### config.mk
export PLATFORM = sky130hd
export DESIGN_NAME = ssf_status
export DESIGN_NICKNAME = d
export VERILOG_FILES = /design/src/rtl/ssf_pkg.sv /design/src/rtl/ssf_clear_flag.sv /design/src/rtl/ssf_status.sv
export SDC_FILE = /design/constraint.sdc
export NUM_CORES = 1
export LEC_CHECK = 0
export BUFFER_PORTS_ARGS = -buffer_cell sky130_fd_sc_hd__buf_2
export CAP_MARGIN = 20
export CORE_MARGIN = 3
export CORE_UTILIZATION = 48
export CTS_CLUSTER_SIZE = 12
export DETAILED_ROUTE_END_ITERATION = 10
export PLACE_DENSITY = 0.86
export SKIP_CTS_REPAIR_TIMING = 1
export SLEW_MARGIN = 20
export SYNTH_ARGS = -nofsm -noshare
export SYNTH_HDL_FRONTEND = slang
export SYNTH_HIERARCHICAL = 1
export SYNTH_SLANG_ARGS = --single-unit
### constraint.sdc
create_clock -name i_clk -period 5.1 [get_ports i_clk]
set_input_delay 1.02 -clock i_clk [delete_from_list [all_inputs] [get_ports i_clk]]
set_output_delay 1.02 -clock i_clk [all_outputs]
set_load 0.005 [all_outputs]
### src/rtl/ssf_pkg.sv
// constants and field layout for the serial status flag block
// Function
// - tx empty flag sets on reset, standby, tx disable, holding-to-shift move.
// - rx full flag sets only on error-free character moved to rx holding.
// - rx full clears on reset, standby, read-1-then-write-0, or dma read.
// - overrun and rx disable leave rx holding data and rx full unchanged.
// - character ending while rx full sets overrun; old data kept, new dropped.
// - overrun, framing, parity clear on reset, standby, or read-1-then-write-0.
// - rx disable leaves overrun, framing and parity flags unchanged.
// - any error flag stops reception; synchronous mode also stops transmission.
// - async framing error when first stop bit samples as 0.
// - with two stop bits only the first is checked.
// - framing error still loads rx holding but does not set rx full.
// - async parity error when ones count mismatches selected parity; not flagged if the same character has a framing error.
// - parity error loads rx holding without setting rx full.
// - tx end sets on reset, standby, tx disable, or last bit with tx empty.
// - tx end clears whenever tx empty is cleared by software or dma write; a last bit with tx empty in the same cycle sets it instead.
// - tx end is read-only; writes ignored.
// - multiprocessor bit of received character captured in read-only status bit.
// - multiprocessor status reads 0 after init and follows received bit.
// - status register resets to 84h on reset and standby entry.
package ssf_pkg;
   localparam logic [11:0] SSF_ADDR_STATUS = 12'h000; // status flags
   localparam logic [11:0] SSF_ADDR_RXDATA = 12'h004; // rx holding data
   localparam logic [11:0] SSF_ADDR_CTRL = 12'h008; // enables and mode
   localparam logic [11:0] SSF_ADDR_TXDATA = 12'h00C; // tx holding data
   localparam logic [7:0] SSF_STATUS_RESET = 8'h84;
   localparam int SSF_BIT_TXE = 7;
   localparam int SSF_BIT_RXF = 6;
   localparam int SSF_BIT_ORN = 5;
   localparam int SSF_BIT_FER = 4;
   localparam int SSF_BIT_PER = 3;
   localparam int SSF_BIT_TX_END_FLAG = 2;
   localparam int SSF_BIT_MPB = 1;
   localparam int SSF_NUM_CLR = 5; // clearable flags: bits 7..3
   localparam int SSF_CLR_LSB = 3;
   localparam int SSF_CTRL_TE = 0;
   localparam int SSF_CTRL_RE = 1;
   localparam int SSF_CTRL_SYNC = 2;
   localparam int SSF_CTRL_ODD = 3;
   localparam int SSF_CTRL_PAR_EN = 4;
   localparam int SSF_CTRL_TWO_STOP = 5;
   localparam int SSF_CTRL_MP = 6;
   localparam logic [7:0] SSF_CTRL_RESET = 8'h00;
   localparam logic [7:0] SSF_CTRL_MASK = 8'h7F;
endpackage

### src/rtl/ssf_clear_flag.sv
// one clearable status flag with read-then-clear arming
`timescale 1ns/10ps
`default_nettype none
module ssf_clear_flag (
   input wire logic i_clk, // system clock
   input wire logic i_reset, // sync reset, high
   input wire logic i_init, // reset or standby force
   input wire logic i_init_val, // value taken on init
   input wire logic i_set, // hardware set event
   input wire logic i_hw_clr, // hardware clear event
   input wire logic i_rd, // status read strobe
   input wire logic i_wr, // status write strobe
   input wire logic i_wr_bit, // written bit value
   output logic o_flag, // flag value
   output logic o_sw_clr // software clear taking effect
);
   logic flag_r;
   logic armed_r;
   logic flag_nxt;
   logic armed_nxt;

   // write 0 honoured only when armed; write 1 ignored
   assign o_sw_clr = i_wr && !i_wr_bit && armed_r && flag_r;
   assign o_flag = flag_r;

   // set beats software and hardware clear; init beats set
   always_comb begin
      flag_nxt = flag_r;
      armed_nxt = armed_r;
      if (i_rd && flag_r) begin
         armed_nxt = 1'b1;
      end
      if (o_sw_clr || i_hw_clr) begin
         flag_nxt = 1'b0;
         armed_nxt = 1'b0;
      end
      if (i_set) begin
         flag_nxt = 1'b1;
      end
      if (!flag_nxt) begin
         armed_nxt = 1'b0;
      end
      if (i_init) begin
         flag_nxt = i_init_val;
         armed_nxt = 1'b0;
      end
   end

   // flag and arm state
   always_ff @(posedge i_clk) begin
      if (i_reset) begin
         flag_r <= 1'b0;
         armed_r <= 1'b0;
      end else begin
         flag_r <= flag_nxt;
         armed_r <= armed_nxt;
      end
   end
endmodule // ssf_clear_flag
`default_nettype wire

### src/rtl/ssf_status.sv
// serial status flags block with apb register access
//
// Added by the designer: the APB interface to the registers and the placing of the registers.
`timescale 1ns/10ps
`default_nettype none
module ssf_status (
   input wire logic i_clk, // 200 MHz system clock
   input wire logic i_reset, // sync reset, high
   input wire logic i_standby, // standby entry, re-inits flags
   input wire logic i_psel, // apb select
   input wire logic i_penable, // apb enable
   input wire logic i_pwrite, // apb direction
   input wire logic [11:0] i_paddr, // apb byte address
   input wire logic [31:0] i_pwdata, // apb write data
   output logic o_pready, // apb ready
   output logic [31:0] o_prdata, // apb read data
   output logic o_pslverr, // apb error
   input wire logic i_tx_load, // holding moved to shift reg
   input wire logic i_tx_last_bit, // last bit of character sent
   input wire logic i_rx_done, // receive frame end
   input wire logic [7:0] i_rx_data, // received character
   input wire logic i_rx_parity, // received parity bit
   input wire logic i_rx_stop1, // first stop bit sample
   input wire logic i_rx_stop2, // second stop bit sample
   input wire logic i_rx_mpb, // received multiproc bit
   input wire logic i_dma_rx_rd, // dma reads rx holding
   input wire logic i_dma_tx_wr, // dma writes tx holding
   input wire logic [7:0] i_dma_tx_data, // dma tx data
   output logic [7:0] o_tx_data, // tx holding register
   output logic o_tx_start, // tx holding has data, tx may run
   output logic o_rx_allow, // receiver may accept characters
   output logic o_tx_enable, // tx enable bit
   output logic o_rx_enable, // rx enable bit
   output logic o_sync_mode, // synchronous mode select
   output logic o_two_stop, // two stop bit format
   output logic o_tx_empty, // tx empty flag
   output logic o_rx_full, // rx full flag
   output logic o_tx_end // tx end flag
);
   logic [7:0] ctrl_r;
   logic [7:0] rx_hold_r;
   logic [7:0] tx_hold_r;
   logic tx_end_flag_r;
   logic mpb_r;
   logic [7:0] status;
   logic [ssf_pkg::SSF_NUM_CLR-1:0] flags;
   logic [ssf_pkg::SSF_NUM_CLR-1:0] set_ev;
   logic [ssf_pkg::SSF_NUM_CLR-1:0] hw_clr;
   logic [ssf_pkg::SSF_NUM_CLR-1:0] sw_clr;
   logic [ssf_pkg::SSF_NUM_CLR-1:0] init_val;
   logic [ssf_pkg::SSF_NUM_CLR-1:0] wr_bits;
   logic [31:0] rdata_nxt;

   // bus decode: every access completes in its first access cycle
   wire access = i_psel && i_penable;
   wire wr_en = access && i_pwrite;
   wire rd_en = access && !i_pwrite;
   wire hit_status = (i_paddr == ssf_pkg::SSF_ADDR_STATUS);
   wire hit_rxdata = (i_paddr == ssf_pkg::SSF_ADDR_RXDATA);
   wire hit_ctrl = (i_paddr == ssf_pkg::SSF_ADDR_CTRL);
   wire hit_txdata = (i_paddr == ssf_pkg::SSF_ADDR_TXDATA);
   wire hit_any = hit_status || hit_rxdata || hit_ctrl || hit_txdata;
   wire st_rd = rd_en && hit_status;
   wire st_wr = wr_en && hit_status;
   wire ctrl_wr = wr_en && hit_ctrl;
   wire init = i_reset || i_standby;
   assign o_pready = 1'b1;
   assign o_pslverr = access && !hit_any;

   // control fields
   wire te = ctrl_r[ssf_pkg::SSF_CTRL_TE];
   wire re = ctrl_r[ssf_pkg::SSF_CTRL_RE];
   wire sync_mode = ctrl_r[ssf_pkg::SSF_CTRL_SYNC];
   wire odd_par = ctrl_r[ssf_pkg::SSF_CTRL_ODD];
   wire par_en = ctrl_r[ssf_pkg::SSF_CTRL_PAR_EN];
   wire mp_fmt = ctrl_r[ssf_pkg::SSF_CTRL_MP];
   wire te_nxt = i_pwdata[ssf_pkg::SSF_CTRL_TE];
   wire te_clear = ctrl_wr && te && !te_nxt;

   // flag aliases
   wire txe = flags[ssf_pkg::SSF_BIT_TXE - ssf_pkg::SSF_CLR_LSB];
   wire rxf = flags[ssf_pkg::SSF_BIT_RXF - ssf_pkg::SSF_CLR_LSB];
   wire orn = flags[ssf_pkg::SSF_BIT_ORN - ssf_pkg::SSF_CLR_LSB];
   wire rx_framing_err_flag = flags[ssf_pkg::SSF_BIT_FER - ssf_pkg::SSF_CLR_LSB];
   wire rx_parity_err_flag = flags[ssf_pkg::SSF_BIT_PER - ssf_pkg::SSF_CLR_LSB];
   wire any_err = orn || rx_framing_err_flag || rx_parity_err_flag;

   // receive checks on a finished character
   wire rx_take = i_rx_done && re && !any_err;
   wire frame_err = !sync_mode && !i_rx_stop1;
   wire par_err = !sync_mode && par_en && ((^{i_rx_data, i_rx_parity}) != odd_par);
   wire overrun = rx_take && rxf;
   wire rx_good = rx_take && !rxf && !frame_err && !par_err;
   wire rx_load = rx_take && !rxf;
   wire tx_sw_clr = sw_clr[ssf_pkg::SSF_BIT_TXE - ssf_pkg::SSF_CLR_LSB];
   wire txe_clr = tx_sw_clr || i_dma_tx_wr;

   // per-flag set, clear and init terms, bit 0 is parity error
   assign set_ev = {
      i_tx_load || te_clear || !te,
      rx_good,
      overrun,
      rx_load && frame_err,
      rx_load && par_err && !frame_err
   };
   assign hw_clr = {i_dma_tx_wr, i_dma_rx_rd, 3'b000};
   assign init_val = ssf_pkg::SSF_STATUS_RESET[ssf_pkg::SSF_BIT_TXE:ssf_pkg::SSF_CLR_LSB];
   assign wr_bits = i_pwdata[ssf_pkg::SSF_BIT_TXE:ssf_pkg::SSF_CLR_LSB];

   // one clearable flag per bit
   genvar g;
   generate
      for (g = 0; g < ssf_pkg::SSF_NUM_CLR; g = g + 1) begin : g_flag
         ssf_clear_flag u_flag (
            .i_clk(i_clk),
            .i_reset(1'b0),
            .i_init(init),
            .i_init_val(init_val[g]),
            .i_set(set_ev[g]),
            .i_hw_clr(hw_clr[g]),
            .i_rd(st_rd),
            .i_wr(st_wr),
            .i_wr_bit(wr_bits[g]),
            .o_flag(flags[g]),
            .o_sw_clr(sw_clr[g])
         );
      end
   endgenerate

   // status image, reserved bit 0 reads zero
   assign status = {flags, tx_end_flag_r, mpb_r, 1'b0};

   // read data mux
   assign rdata_nxt = !hit_any ? 32'h0000_0000 :
                      hit_status ? {24'h000000, status} :
                      hit_rxdata ? {24'h000000, rx_hold_r} :
                      hit_ctrl ? {24'h000000, ctrl_r} : {24'h000000, tx_hold_r};
   assign o_prdata = rdata_nxt;

   // control register
   always_ff @(posedge i_clk) begin
      if (init) begin
         ctrl_r <= ssf_pkg::SSF_CTRL_RESET;
      end else if (ctrl_wr) begin
         ctrl_r <= i_pwdata[7:0] & ssf_pkg::SSF_CTRL_MASK;
      end
   end

   // tx end flag, read-only; set beats clear
   always_ff @(posedge i_clk) begin
      if (init) begin
         tx_end_flag_r <= ssf_pkg::SSF_STATUS_RESET[ssf_pkg::SSF_BIT_TX_END_FLAG];
      end else if (te_clear || !te || (i_tx_last_bit && txe)) begin
         tx_end_flag_r <= 1'b1;
      end else if (txe_clr) begin
         tx_end_flag_r <= 1'b0;
      end
   end

   // multiprocessor bit, read-only
   always_ff @(posedge i_clk) begin
      if (init) begin
         mpb_r <= ssf_pkg::SSF_STATUS_RESET[ssf_pkg::SSF_BIT_MPB];
      end else if (rx_load && mp_fmt && !sync_mode) begin
         mpb_r <= i_rx_mpb;
      end
   end

   // rx holding keeps old data on overrun
   always_ff @(posedge i_clk) begin
      if (init) begin
         rx_hold_r <= 8'h00;
      end else if (rx_load) begin
         rx_hold_r <= i_rx_data;
      end
   end

   // tx holding from bus or dma
   always_ff @(posedge i_clk) begin
      if (init) begin
         tx_hold_r <= 8'h00;
      end else if (i_dma_tx_wr) begin
         tx_hold_r <= i_dma_tx_data;
      end else if (wr_en && hit_txdata) begin
         tx_hold_r <= i_pwdata[7:0];
      end
   end

   // engine-facing outputs
   assign o_tx_data = tx_hold_r;
   assign o_tx_start = te && !txe && !(sync_mode && any_err);
   assign o_rx_allow = re && !any_err;
   assign o_tx_enable = te;
   assign o_rx_enable = re;
   assign o_sync_mode = sync_mode;
   assign o_two_stop = ctrl_r[ssf_pkg::SSF_CTRL_TWO_STOP];
   assign o_tx_empty = txe;
   assign o_rx_full = rxf;
   assign o_tx_end = tx_end_flag_r;
endmodule // ssf_status
`default_nettype wire

==> qor.txt <==
Endpoints failing setup - 0
Port buffer count - 75
DR vias - 2194
Synthesized instance count - 267
CTS Buf Count - 5
Tmin final - 3589 ps
Worst setup SP type - primary input
Largest family of logic cells by synthesized area - simple AND/OR/NAND/NOR gates
Max Cap Violations - 0
Gr ovfl total - 0
Overall power - 573.1 uW
Post-synthesis compound-gate area fraction - 11.56%
Global-route wire length before repair - 9370 um
Arrival @ worst endpoint - 3760 ps
Vias/cell - 5.364
Clk sinks - 35
Crit path kind - primary input to register
DR pass1 iterations - 5
Flops & latches, synth - 35
Slew @ Worst Pin - 1067 ps
Sequential area share after synthesis - 30.67%
Post-placement worst setup slack - 1328 ps
Leak Pwr - 1.274 nW
Mux cell area share after synthesis - 11.34%
Fill cells - 383
Clk buf depth - 2
Slew margin rel. - 28.19%
Routed Antenna Nets - 0
CTS root buf - clkbuf_8
DR WL/cell - 14.67 um
Commonest cells after routing, fill and taps aside - buf_2, conb_1, dfxtp_1
I/O pin cnt - 126
RSZ-0062 raised after global routing - no
Setup ws final - 1511 ps
End-of-flow core utilization - 60.63%
Mean post-synth cell area - 8.557 sq um
GP Congestion - 0.8296
Syn-to-layout area delta - 18.73%
Layer with the highest usage - met2
Worst Skew - 2.764 ps
Cell taking the most area after synthesis - dfxtp_1
Grt met1 use - 29.14%
Final net count - 431
Worst hold path class - register to register
Top achievable clock speed - 278.7 MHz
Ys flop type - dfxtp_1
Top post-synthesis cells by area - dfxtp_1, buf_4, mux4_2
Overall Global Routing Usage - 22.26%
Register area - 700.7 sq um
Final hold violations - 0
Count of pins over their slew limit - 0
Post-synth EDFFs - 0
Adder-cell share of the synthesized area - 0%
Critical path fanouts, max - 11
R2R setup slack - 2960 ps
WP data required - 5270 ps
Initial DRC count - 176
DIE AREA - 5624 sq um
Post-synthesis cell type count - 43
Area occupied by multi-input gates - 1420 sq um
YS warnings - 6
Crit share post-route - 70.36%
Antenna Cells - 0
Insertion delay to the later sink of the worst-skew pair - 300 ps
Final WL - 5998 um
Initial Utilization - 51.06%
Met2 Track Usage GR - 35.98%
Power density over cell area - 211.3 nW/um^2
Setup TNS - 0 ps
Post-route DRC - 0
Commonest non-fill, non-tap cell in the layout - buf_2
Vias in the first global route - 1982
Antenna violations before repair - 0
H-tree Lvls - 2
Die Wd - 74.99 um
Critical Path Sink Type - register
DPL Wire Length - 4620 um
Simple-Gate Fraction of Synth Area - 27.71%
Status - finished, final reports clean
Reg clk slew, reported paths - 70 ps
Largest net degree at the start of global routing - 36
Core Region - 4474 sq um
Fin Hold WS - 500.1 ps
Synth Area in XOR/XNOR - 3.998%
Synth top area share - 30.67%
Post-Syn Area - 2285 sq um
Met3 usage - 6.542%
Async SR Flop Fraction - 0%
Share of cells above drive strength 1 - 29.13%
VDD IR max - 0.1499 mV
CTS tree - yes
Rows - 24
Die height - 74.99 um
power breakdown:
part	total, mW	internal [mW]	switching [mW]
Sequential	0.286	0.278	0.00784
Clock	0.200	0.0934	0.107
Combinational	0.0872	0.0397	0.0475
cell usage after synthesis (all sizes together) (7+ instances only):
master	number
dfxtp	35
buf	31
nor2	28
nand3	22
inv	18
a21oi	14
a31oi	12
nand2	11
mux2i	9
nor3	9
o21ai	7
xnor2	7
worst paths after layout:
check | startpoint | endpoint | cells after the start
hold reg to reg | o_tx_data[3]$_SDFFE_PP0P_ | o_tx_data[3]$_SDFFE_PP0P_ | 2
setup reg to reg | g_flag[1].u_flag/o_flag$_SDFF_PP0_ | g_flag[3].u_flag/o_flag$_SDFF_PP0_ | 5
hold / removal | o_tx_data[3]$_SDFFE_PP0P_ | o_tx_data[3]$_SDFFE_PP0P_ | 2
setup / recovery | i_paddr[7] | o_tx_end$_SDFFE_PP1P_ | 9
cells by family (layout without fill, tap and decap cells):
group,after synthesis,count (layout)
buffers and inverters,55,101
AOI/OAI and AO/OA,44,44
xor gates and xnor gates,8,8
other,2,46
DFF,35,35
and+or+nand+nor,105,105
muxes,18,18
flip-flops by register name, summed over array words and instances, names as in the netlist:
register	cells
ctrl_r	7
g_flag.u_flag/armed_r	5
g_flag.u_flag/o_flag	5
mpb_r	1
o_tx_data	8
o_tx_end	1
rx_hold_r	8
through the flow:
stage          area (sq um)  instances
6_report               2713        409
5_1_grt                2713        409
4_1_cts                2713        409
3_5_place_dp           2629        401
3_3_place_gp           2629        401
2_1_floorplan          2450        311
critical path, stage by stage:
cell and delay [ps]:
buf_2 110, nor4_4 340, nand3_1 390, nor4_1 990
nand3b_1 230, nor2_1 230, nor2_1 60, a221oi_1 260
o211ai_1 130
cell type report:
type                    instances  share of cell area [%]
inverters                      18                   2.491
well taps                      52                   2.399
multi-input cells             221                   52.35
clock buffers                   5                   2.537
repair buffers                 75                   13.84
clock inverters                 3                  0.5535
flip-flops and latches         35                   25.83
per-layer routing:
| layer | share of wire [%] | vias up |
|---|---|---|
| li1 | - | 1061 |
| met1 | 40 | 992 |
| met2 | 49 | 134 |
| met3 | 11 | 7 |
| met4 | 0.88 | 0 |
| met5 | 0 | - |
No activity file was read; power rests on OpenSTA's default activity.
